[src/hdl/timer8_pkg.sv]
// Shared constants for the 8-bit timer/counter compare unit
package timer8_pkg;
	typedef logic [7:0] byte_t;
	typedef logic [7:0] addr_t;
	typedef logic [31:0] word_t;
	// ------------------------------------------------------------
	// Register offsets
	// ------------------------------------------------------------
	localparam addr_t OFF_CTRL_A = 8'h00;
	localparam addr_t OFF_CTRL_B = 8'h04;
	localparam addr_t OFF_COUNT = 8'h08;
	localparam addr_t OFF_CMP_A = 8'h0C;
	localparam addr_t OFF_CMP_B = 8'h10;
	localparam addr_t OFF_FLAGS = 8'h14;
	localparam addr_t OFF_IRQ_EN = 8'h18;
	localparam addr_t OFF_PORT = 8'h1C;
	// ------------------------------------------------------------
	// Field positions, masks and reset values
	// ------------------------------------------------------------
	localparam int WGM0_BIT = 0;
	localparam int WGM1_BIT = 1;
	localparam int ACT_B_LO = 4;
	localparam int ACT_A_LO = 6;
	localparam int CS_LO = 0;
	localparam int WGM2_BIT = 3;
	localparam int FORCE_B_BIT = 6;
	localparam int FORCE_A_BIT = 7;
	localparam int FLAG_OVF = 0;
	localparam int FLAG_A = 1;
	localparam int FLAG_B = 2;
	localparam int OUT_A_BIT = 0;
	localparam int OUT_B_BIT = 1;
	localparam int DIR_A_BIT = 2;
	localparam int DIR_B_BIT = 3;
	localparam byte_t CTRL_A_MASK = 8'hF3;
	localparam byte_t CTRL_B_MASK = 8'h0F;
	localparam byte_t FLAG_MASK = 8'h07;
	localparam byte_t PORT_MASK = 8'h0F;
	localparam byte_t RST_BYTE = 8'h00;
	localparam logic [23:0] PAD_ZERO = 24'h000000;
	// ------------------------------------------------------------
	// Counter limits, clock sources, modes and actions
	// ------------------------------------------------------------
	localparam byte_t COUNT_MAX = 8'hFF;
	localparam byte_t COUNT_BOTTOM = 8'h00;
	localparam byte_t COUNT_STEP = 8'h01;
	localparam logic [2:0] CS_STOP = 3'h0;
	localparam logic [2:0] MODE_NORMAL = 3'h0;
	localparam logic [2:0] MODE_CTC = 3'h2;
	localparam logic [2:0] MODE_FAST = 3'h3;
	localparam logic [2:0] MODE_FAST_TOPA = 3'h7;
	localparam logic [1:0] ACT_NONE = 2'h0;
	localparam logic [1:0] ACT_TOGGLE = 2'h1;
	localparam logic [1:0] ACT_CLEAR = 2'h2;
	localparam logic [1:0] ACT_SET = 2'h3;
endpackage

[src/hdl/timer8_if.sv]
// Carriers between the top module, the counter and the channels
interface count_if;
	logic tick;
	logic clear;
	logic up;
	logic load;
	logic [7:0] load_value;
	logic [7:0] value;
	logic at_max;
	logic at_bottom;
	modport unit(input tick, clear, up, load, load_value,
		output value, at_max, at_bottom);
	modport ctrl(output tick, clear, up, load, load_value,
		input value, at_max, at_bottom);
endinterface

interface channel_if;
	logic tick;
	logic block;
	logic pwm;
	logic reload;
	logic bottom_evt;
	logic cpu_wr;
	logic force_cmp;
	logic [1:0] action;
	logic [7:0] count;
	logic [7:0] wdata;
	logic [7:0] working;
	logic [7:0] readback;
	logic equal;
	logic match;
	logic state;
	modport unit(input tick, block, pwm, reload, bottom_evt, cpu_wr,
		force_cmp, action, count, wdata,
		output working, readback, equal, match, state);
	modport ctrl(output tick, block, pwm, reload, bottom_evt, cpu_wr,
		force_cmp, action, count, wdata,
		input working, readback, equal, match, state);
endinterface

[src/hdl/timer8_count_unit.sv]
// 8-bit counter with load, clear and up/down count
module timer8_count_unit (
	input wire logic pclk,
	input wire logic presetn,
	count_if.unit bus
);
	import timer8_pkg::*;

	byte_t value;

	always_ff @(posedge pclk or negedge presetn) begin
		if (!presetn) begin
			value <= COUNT_BOTTOM;
		end else if (bus.load) begin
			value <= bus.load_value;
		end else if (bus.tick && bus.clear) begin
			value <= COUNT_BOTTOM;
		end else if (bus.tick && bus.up) begin
			value <= value + COUNT_STEP;
		end else if (bus.tick) begin
			value <= value - COUNT_STEP;
		end
	end

	assign bus.value = value;
	assign bus.at_max = (value == COUNT_MAX);
	assign bus.at_bottom = (value == COUNT_BOTTOM);
endmodule // timer8_count_unit

[src/hdl/timer8_compare_channel.sv]
// One compare channel: buffered compare value, match and output state
module timer8_compare_channel (
	input wire logic pclk,
	input wire logic presetn,
	channel_if.unit ch
);
	import timer8_pkg::*;

	logic [7:0] buffer;
	logic [7:0] working;
	logic state;

	function automatic logic on_match(input logic st,
		input logic [1:0] act);
		unique case (act)
			ACT_NONE: on_match = st;
			ACT_TOGGLE: on_match = ~st;
			ACT_CLEAR: on_match = 1'b0;
			ACT_SET: on_match = 1'b1;
		endcase
	endfunction

	always_ff @(posedge pclk or negedge presetn) begin
		if (!presetn) begin
			buffer <= COUNT_BOTTOM;
		end else if (ch.cpu_wr) begin
			buffer <= ch.wdata;
		end
	end

	always_ff @(posedge pclk or negedge presetn) begin
		if (!presetn) begin
			working <= COUNT_BOTTOM;
		end else if (ch.cpu_wr && !ch.pwm) begin
			working <= ch.wdata;
		end else if (ch.pwm && ch.reload) begin
			working <= buffer;
		end
	end

	always_ff @(posedge pclk or negedge presetn) begin
		if (!presetn) begin
			state <= 1'b0;
		end else if (ch.force_cmp && !ch.pwm) begin
			state <= on_match(state, ch.action);
		end else if (ch.pwm && ch.bottom_evt
			&& ch.action == ACT_CLEAR) begin
			state <= 1'b1;
		end else if (ch.pwm && ch.bottom_evt
			&& ch.action == ACT_SET) begin
			state <= 1'b0;
		end else if (ch.match) begin
			state <= on_match(state, ch.action);
		end
	end

	assign ch.working = working;
	assign ch.state = state;
	assign ch.readback = ch.pwm ? buffer : working;
	assign ch.equal = (ch.count == working);
	assign ch.match = ch.tick & ch.equal & ~ch.block;
endmodule // timer8_compare_channel

[src/hdl/timer8_counter_compare_unit.sv]
// 8-bit timer/counter with two compare channels behind an APB slave
//
// Added by the designer: the address map and the APB slave port.
module timer8_counter_compare_unit (
	input wire logic pclk,
	input wire logic presetn,
	input wire logic psel,
	input wire logic penable,
	input wire logic pwrite,
	input wire timer8_pkg::addr_t paddr,
	input wire timer8_pkg::word_t pwdata,
	output timer8_pkg::word_t prdata,
	output logic pready,
	output logic pslverr,
	input wire logic tick_enable,
	input wire logic [2:0] irq_ack,
	output logic [2:0] irq_request,
	output logic compare_output_a,
	output logic compare_output_a_oe,
	output logic compare_output_b,
	output logic compare_output_b_oe
);
	import timer8_pkg::*;

	// ------------------------------------------------------------
	// Registers and decoded fields
	// ------------------------------------------------------------
	byte_t timer_control_a;
	byte_t timer_control_b;
	byte_t irq_enable;
	byte_t port_ctrl;
	logic [2:0] flags;
	logic [2:0] next_flags;
	logic [2:0] flag_set;
	logic [2:0] flag_clr;
	logic block_pending;
	logic [2:0] clock_source_select;
	logic [2:0] waveform_mode_select;
	logic waveform_mode_bit0;
	logic waveform_mode_bit1;
	logic waveform_mode_bit2;
	logic timer_tick;
	logic pwm;
	logic at_top;
	logic overflow_evt;
	logic wrap_evt;
	logic setup;
	logic access_wr;
	logic addr_ok;
	byte_t wbyte;
	byte_t rd_byte;
	logic wr_ctrl_a;
	logic wr_ctrl_b;
	logic wr_count;
	logic wr_cmp_a;
	logic wr_cmp_b;
	logic wr_flags;
	logic wr_irq_en;
	logic wr_port;

	count_if cnt();
	channel_if ch_a();
	channel_if ch_b();

	// mode bits split over two registers
	assign waveform_mode_bit0 = timer_control_a[WGM0_BIT];
	assign waveform_mode_bit1 = timer_control_a[WGM1_BIT];
	assign waveform_mode_bit2 = timer_control_b[WGM2_BIT];
	assign waveform_mode_select = {waveform_mode_bit2,
		waveform_mode_bit1, waveform_mode_bit0};
	assign clock_source_select = timer_control_b[CS_LO +: 3];
	assign pwm = waveform_mode_bit0;

	// ------------------------------------------------------------
	// APB decode
	// ------------------------------------------------------------
	assign setup = psel & ~penable;
	assign access_wr = psel & penable & pwrite & pready;
	assign wbyte = pwdata[7:0];
	assign wr_ctrl_a = access_wr & (paddr == OFF_CTRL_A);
	assign wr_ctrl_b = access_wr & (paddr == OFF_CTRL_B);
	assign wr_count = access_wr & (paddr == OFF_COUNT);
	assign wr_cmp_a = access_wr & (paddr == OFF_CMP_A);
	assign wr_cmp_b = access_wr & (paddr == OFF_CMP_B);
	assign wr_flags = access_wr & (paddr == OFF_FLAGS);
	assign wr_irq_en = access_wr & (paddr == OFF_IRQ_EN);
	assign wr_port = access_wr & (paddr == OFF_PORT);

	always_comb begin
		addr_ok = 1'b1;
		rd_byte = RST_BYTE;
		unique case (paddr)
			OFF_CTRL_A: rd_byte = timer_control_a;
			OFF_CTRL_B: rd_byte = timer_control_b;
			OFF_COUNT: rd_byte = cnt.value;
			OFF_CMP_A: rd_byte = ch_a.readback;
			OFF_CMP_B: rd_byte = ch_b.readback;
			OFF_FLAGS: rd_byte = {5'h00, flags};
			OFF_IRQ_EN: rd_byte = irq_enable;
			OFF_PORT: rd_byte = port_ctrl;
			default: addr_ok = 1'b0;
		endcase
	end

	// Zero-wait slave: answer in the first access cycle
	always_ff @(posedge pclk or negedge presetn) begin
		if (!presetn) begin
			pready <= 1'b0;
			pslverr <= 1'b0;
			prdata <= {PAD_ZERO, RST_BYTE};
		end else begin
			pready <= setup;
			pslverr <= setup & ~addr_ok;
			if (setup) begin
				prdata <= {PAD_ZERO, rd_byte};
			end
		end
	end

	// Control registers, reserved bits read zero
	always_ff @(posedge pclk or negedge presetn) begin
		if (!presetn) begin
			timer_control_a <= RST_BYTE;
			timer_control_b <= RST_BYTE;
			irq_enable <= RST_BYTE;
			port_ctrl <= RST_BYTE;
		end else begin
			if (wr_ctrl_a) timer_control_a <= wbyte & CTRL_A_MASK;
			if (wr_ctrl_b) timer_control_b <= wbyte & CTRL_B_MASK;
			if (wr_irq_en) irq_enable <= wbyte & FLAG_MASK;
			if (wr_port) port_ctrl <= wbyte & PORT_MASK;
		end
	end

	// ------------------------------------------------------------
	// Tick and counter
	// ------------------------------------------------------------
	// tick gated by clock source
	assign timer_tick = (clock_source_select != CS_STOP) & tick_enable;

	// top is max or compare value A
	assign at_top = (waveform_mode_select == MODE_FAST_TOPA)
		? ch_a.equal : cnt.at_max;

	// clear at top in CTC and fast PWM
	assign wrap_evt = timer_tick & ~wr_count & (pwm ? at_top
		: ((waveform_mode_select == MODE_CTC) & ch_a.equal));

	assign overflow_evt = timer_tick & ~wr_count
		& (pwm ? at_top : cnt.at_max);

	assign cnt.tick = timer_tick;
	assign cnt.clear = wrap_evt;
	assign cnt.up = 1'b1;
	assign cnt.load = wr_count;
	assign cnt.load_value = wbyte;

	timer8_count_unit u_count (
		.pclk(pclk),
		.presetn(presetn),
		.bus(cnt.unit)
	);

	// block matches in the tick after a counter write
	always_ff @(posedge pclk or negedge presetn) begin
		if (!presetn) begin
			block_pending <= 1'b0;
		end else if (wr_count) begin
			block_pending <= 1'b1;
		end else if (timer_tick) begin
			block_pending <= 1'b0;
		end
	end

	// ------------------------------------------------------------
	// Compare channels
	// ------------------------------------------------------------
	assign ch_a.tick = timer_tick;
	assign ch_a.block = block_pending;
	assign ch_a.pwm = pwm;
	assign ch_a.reload = pwm & wrap_evt;
	assign ch_a.bottom_evt = pwm & wrap_evt;
	assign ch_a.cpu_wr = wr_cmp_a;
	assign ch_a.force_cmp = wr_ctrl_b & wbyte[FORCE_A_BIT];
	assign ch_a.action = timer_control_a[ACT_A_LO +: 2];
	assign ch_a.count = cnt.value;
	assign ch_a.wdata = wbyte;

	assign ch_b.tick = timer_tick;
	assign ch_b.block = block_pending;
	assign ch_b.pwm = pwm;
	assign ch_b.reload = pwm & wrap_evt;
	assign ch_b.bottom_evt = pwm & wrap_evt;
	assign ch_b.cpu_wr = wr_cmp_b;
	assign ch_b.force_cmp = wr_ctrl_b & wbyte[FORCE_B_BIT];
	assign ch_b.action = timer_control_a[ACT_B_LO +: 2];
	assign ch_b.count = cnt.value;
	assign ch_b.wdata = wbyte;

	timer8_compare_channel u_chan_a (
		.pclk(pclk),
		.presetn(presetn),
		.ch(ch_a.unit)
	);

	timer8_compare_channel u_chan_b (
		.pclk(pclk),
		.presetn(presetn),
		.ch(ch_b.unit)
	);

	// ------------------------------------------------------------
	// Flags and interrupt requests
	// ------------------------------------------------------------
	// match sets its flag
	assign flag_set = {ch_b.match, ch_a.match, overflow_evt};
	// clear by service or write one
	assign flag_clr = irq_ack | ({3{wr_flags}} & wbyte[2:0]);
	assign next_flags = flag_set | (flags & ~flag_clr);

	always_ff @(posedge pclk or negedge presetn) begin
		if (!presetn) begin
			flags <= 3'h0;
			irq_request <= 3'h0;
		end else begin
			flags <= next_flags;
			irq_request <= next_flags & irq_enable[2:0];
		end
	end

	// ------------------------------------------------------------
	// Pin override
	// ------------------------------------------------------------
	// override value, direction from port bit
	always_ff @(posedge pclk or negedge presetn) begin
		if (!presetn) begin
			compare_output_a <= 1'b0;
			compare_output_a_oe <= 1'b0;
			compare_output_b <= 1'b0;
			compare_output_b_oe <= 1'b0;
		end else begin
			compare_output_a <= (ch_a.action != ACT_NONE)
				? ch_a.state : port_ctrl[OUT_A_BIT];
			compare_output_b <= (ch_b.action != ACT_NONE)
				? ch_b.state : port_ctrl[OUT_B_BIT];
			compare_output_a_oe <= port_ctrl[DIR_A_BIT];
			compare_output_b_oe <= port_ctrl[DIR_B_BIT];
		end
	end
endmodule // timer8_counter_compare_unit

[config.mk]
export PLATFORM = sky130hd
export DESIGN_NAME = timer8_counter_compare_unit
export DESIGN_NICKNAME = d
export VERILOG_FILES = /design/src/hdl/timer8_pkg.sv /design/src/hdl/timer8_if.sv /design/src/hdl/timer8_count_unit.sv /design/src/hdl/timer8_compare_channel.sv /design/src/hdl/timer8_counter_compare_unit.sv
export SDC_FILE = /design/constraint.sdc
export NUM_CORES = 1
export LEC_CHECK = 0
export BUFFER_PORTS_ARGS = -buffer_cell sky130_fd_sc_hd__buf_2
export CAP_MARGIN = 5
export CORE_ASPECT_RATIO = 0.9
export CORE_MARGIN = 2
export CORE_UTILIZATION = 50
export CTS_BUF_LIST = sky130_fd_sc_hd__clkbuf_8
export DETAILED_ROUTE_END_ITERATION = 6
export PLACE_DENSITY = 0.84
export SYNTH_ARGS = -nofsm -noshare
export SYNTH_HDL_FRONTEND = slang
export SYNTH_SLANG_ARGS = --single-unit
[constraint.sdc]
create_clock -name pclk -period 2.55 [get_ports pclk]
set_clock_uncertainty 0.2 [all_clocks]
set_input_delay 0.1275 -clock pclk [delete_from_list [all_inputs] [get_ports pclk]]
set_output_delay 0.1275 -clock pclk [all_outputs]
set_load 0.02 [all_outputs]
==> results.md <==
- Status: finished, final reports clean
- Final wirelength: roughly 12 mm
- Port bufs: 41
- Clk sinks: 80
- Fmax: between 400 and 500 MHz
- Initial antenna violation count: 0
- Power Dens Cells: 460 mW/mm^2
- CP Capture Type: flop
- Slowest cell delay on critical path: ~0.5 ns
- Slew margin rel.: between 30% and 40%
- Distinct cells, synth: 58
- Number of global-route vias before repair: 3724
- Crit-path most repeated cell: buf_4
- RR Startpoint: u_count.bus.value[0]
- Critical path startpoint category: flop
- Worst Path Max Fanout: 7
- Largest net degree at the start of global routing: approximately 80
- Slowest-stage cell, CP: dfrtp_1
- Root Driver: clkbuf_8
- Worst Hold Launch: psel
- Syn_area_per_cell: 10.2 sq um
- Internal reg-to-reg setup slack: 0.13 ns
- Hold Path Sink: pready
- Final Util: between 60% and 70%
- Placer Congestion: ~1
- Synth area leader: dfrtp_1
- Vias: roughly 3700
- Placed cell count: between 600 and 700
- Worst-path cell chain: ha_1 -> and3_1 -> nand3_1 -> o31ai_2 -> buf_4 -> and2_4 -> buf_4 -> a311o_1 -> nor3_2
- Worst Hold Path Cells: 3
- Wire per inst: about 19 microns
- Worst reg2reg path depth: 9
- Seq/Total Area, Yosys: between 40% and 50%
- Final Critical Period: ~2.4 ns
- Worst slew pin tran: slightly above 1 ns
- Die height: between 90 and 100 microns
- Final std cells w/o fill: roughly 630
- Synth top area cells: dfrtp_1, mux2_2, mux2i_1
- RSZ-0062 raised after global routing: no
- CP Class: flop to flop
- Leak Pwr: ~2.6 nW
- Synth Cell Area: about 0.0045 sq mm
- Yosys top cell area share: 44.6%
- First-pass GRT wire length: 19.3 mm
- Crit Reg-Reg Endpoint: u_chan_a.ch.state
- Final slew viol count: 0
- Diodes inserted: 0
- Tot GR Track Use: 25.7%
- Final-stage net count: around 560
- CTS tree: yes
- Maximum VDD drop: about 280 uV
- Max Cap Viol: 0
- Core footprint: ~0.0086 sq mm
- Layout cell share with drive strength beyond 1: roughly 27%
- Post-synth EDFFs: 0
- GRT overflow: 0
- Pwr Total: about 2.4 mW
- Initial DRC count: approximately 300
- Post-CTS setup buffers: 0
- Sequential cell area: ~0.002 sq mm
- Worst endpoint data arrival time: 2.51 ns
- Drt pass-1 iters: 5
- Starting density of the core: between 50% and 60%
- CP Buf/Inv Count: 2
- Area added between synthesis and finish: 16.0%
- IO Pins: 90
- Final setup TNS: 0 ns
- Final setup viols: 0
- Worst hold path class: primary input to flop
- HPWL Detailed: between 8 and 9 mm
- DRC: 0
- Syn. warnings: 0
- CP top delay family: simple AND/OR/NAND/NOR gates
- Clock transition at path regs: 0.08 ns
- Req. time, crit path: ~2.6 ns
- Area used by multi-input combinational logic: 0.00226 sq mm
- Vias per cell: 5.83
- Fillers: ~720
- Die Area: around 0.0098 sq mm
- Floorplan row count: 32
- Cts bufs inserted: 9
- Most used DFF post-synth: dfrtp_1
- Post-route ant nets: 0
- Number of H-tree levels: 3
- Final hold viol count: 0
- Clock Latency Late Sink: about 0.37 ns
- CTS Buffer Depth: 2
- #FFs+latches synth: 80
- Async SR Flop Fraction: 100%
- Fin crit share: between 90% and 100%
- DIE WIDTH: a little over 100 microns
- Post-Synthesis Cells: around 440
## tightest hold or removal path, cell delays in order
cell and delay [ns]:
buf_2 0.10, nand2b_1 0.20, inv_1 0.13
## state kept, by name, indices dropped and copies added, names as in the netlist
name and cells:
block_pending 1, compare_output_a 1, compare_output_a_oe 1, compare_output_b 1
compare_output_b_oe 1, flags 3, irq_enable 3, irq_request 3
port_ctrl 4, prdata 8, pready 1, pslverr 1
timer_control_a 6, timer_control_b 4, u_chan_a.buffer 8, u_chan_a.ch.state 1
u_chan_a.ch.working 8, u_chan_b.buffer 8, u_chan_b.ch.state 1, u_chan_b.ch.working 8
u_count.bus.value 8
## Yosys cell counts (8+ instances only)
master	number
nand3_1	14
clkbuf_1	20
mux2_2	39
dfrtp_1	80
a21oi_1	9
buf_4	24
nand2_1	41
nor2_1	23
and3_1	8
a22o_1	9
xor2_1	8
o21ai_1	10
a21o_1	9
xnor2_1	9
o21ai_0	20
mux2i_1	19
## worst max-delay path by stage
stage                                    start                endpoint  slack (ns)  cells past startpoint
after floorplan           u_count.bus.value[4]  u_chan_a.ch.working[3]        0.29                      8
after global placement    u_count.bus.value[0]  u_chan_a.ch.working[2]        0.21                      8
after detailed placement  u_count.bus.value[0]       u_chan_a.ch.state        0.18                      9
after CTS                 u_count.bus.value[0]       u_chan_a.ch.state        0.17                      9
after global routing      u_count.bus.value[0]       u_chan_a.ch.state        0.01                      9
final                     u_count.bus.value[0]       u_chan_a.ch.state        0.13                      9
## where the power goes
| part | internal [mW] | total [mW] | leakage [nW] | switching, mW |
|---|---|---|---|---|
| registers | 1.28 | 1.29 | 1.10 | 0.0120 |
| clock network | 0.443 | 0.909 | 0.0938 | 0.466 |
| logic | 0.0595 | 0.197 | 1.37 | 0.138 |
| total | 1.78 | 2.39 | 2.57 | 0.616 |
## what timing repair did
action                                  in CTS  in global routing
hold buffers                                12                  0
endpoints found under the hold margin      127                  0
endpoints found under the setup margin       0                  5
gates resized for setup                      0                  2
## per-stage QoR
| stage | instance area (sq um) | hold WS (ns) | setup WS (ns) |
|---|---|---|---|
| detailed placement | 4890 | 0.155 | 0.176 |
| finish | 5210 | 0.0304 | 0.132 |
| global route | 5210 | 0.0769 | 0.0126 |
| CTS | 5200 | 0.0354 | 0.171 |
| floorplan | 4580 | -0.368 | 0.291 |
| global placement | 4890 | 0.137 | 0.213 |
## cell type report
cell class                      count  share of cell area (%)
Sequential cell                    80                    38.4
Timing Repair Buffer               84                    11.2
Multi-Input combinational cell    327                    43.5
Inverter                            5                   0.360
Clock inverter                      7                    1.25
Tap cell                          119                    2.86
Clock buffer                        9                    2.38
## cell families after synthesis
group / share of synthesized area, %
buffers and inverters: 7.02
AND/OR/NAND/NOR: 16.2
XOR/XNOR: 3.32
AO/OA/AOI/OAI: 13.9
other: 0.0835
adder cells (fa/ha/maj): 0.279
multiplexers: 14.5
flip-flops: 44.6
## metal layers
| layer | up-vias | routed length [microns] | track usage (%) |
|---|---|---|---|
| li1 | 1677 | - | - |
| met1 | 1746 | 5010 | 34.1 |
| met2 | 225 | 5370 | 40.9 |
| met3 | 29 | 1270 | 7.28 |
| met4 | 0 | 311 | 8.90 |
| met5 | - | 0 | 0 |
## layout by cell type (no fill, tap or decap), drive strengths merged, types with 6 or more instances in the layout
cell type,instances
nor3b,6
xor2,8
o21ai,30
a21o,9
buf,72
clkbuf,9
inv,7
nand3,14
nor2,23
conb,24
a21oi,9
xnor2,9
dlygate4sd3,12
mux2,39
and3,8
dfrtp,80
nand2,41
nor3,10
mux2i,19
a22o,9
Power figures use the tool's default switching activity.
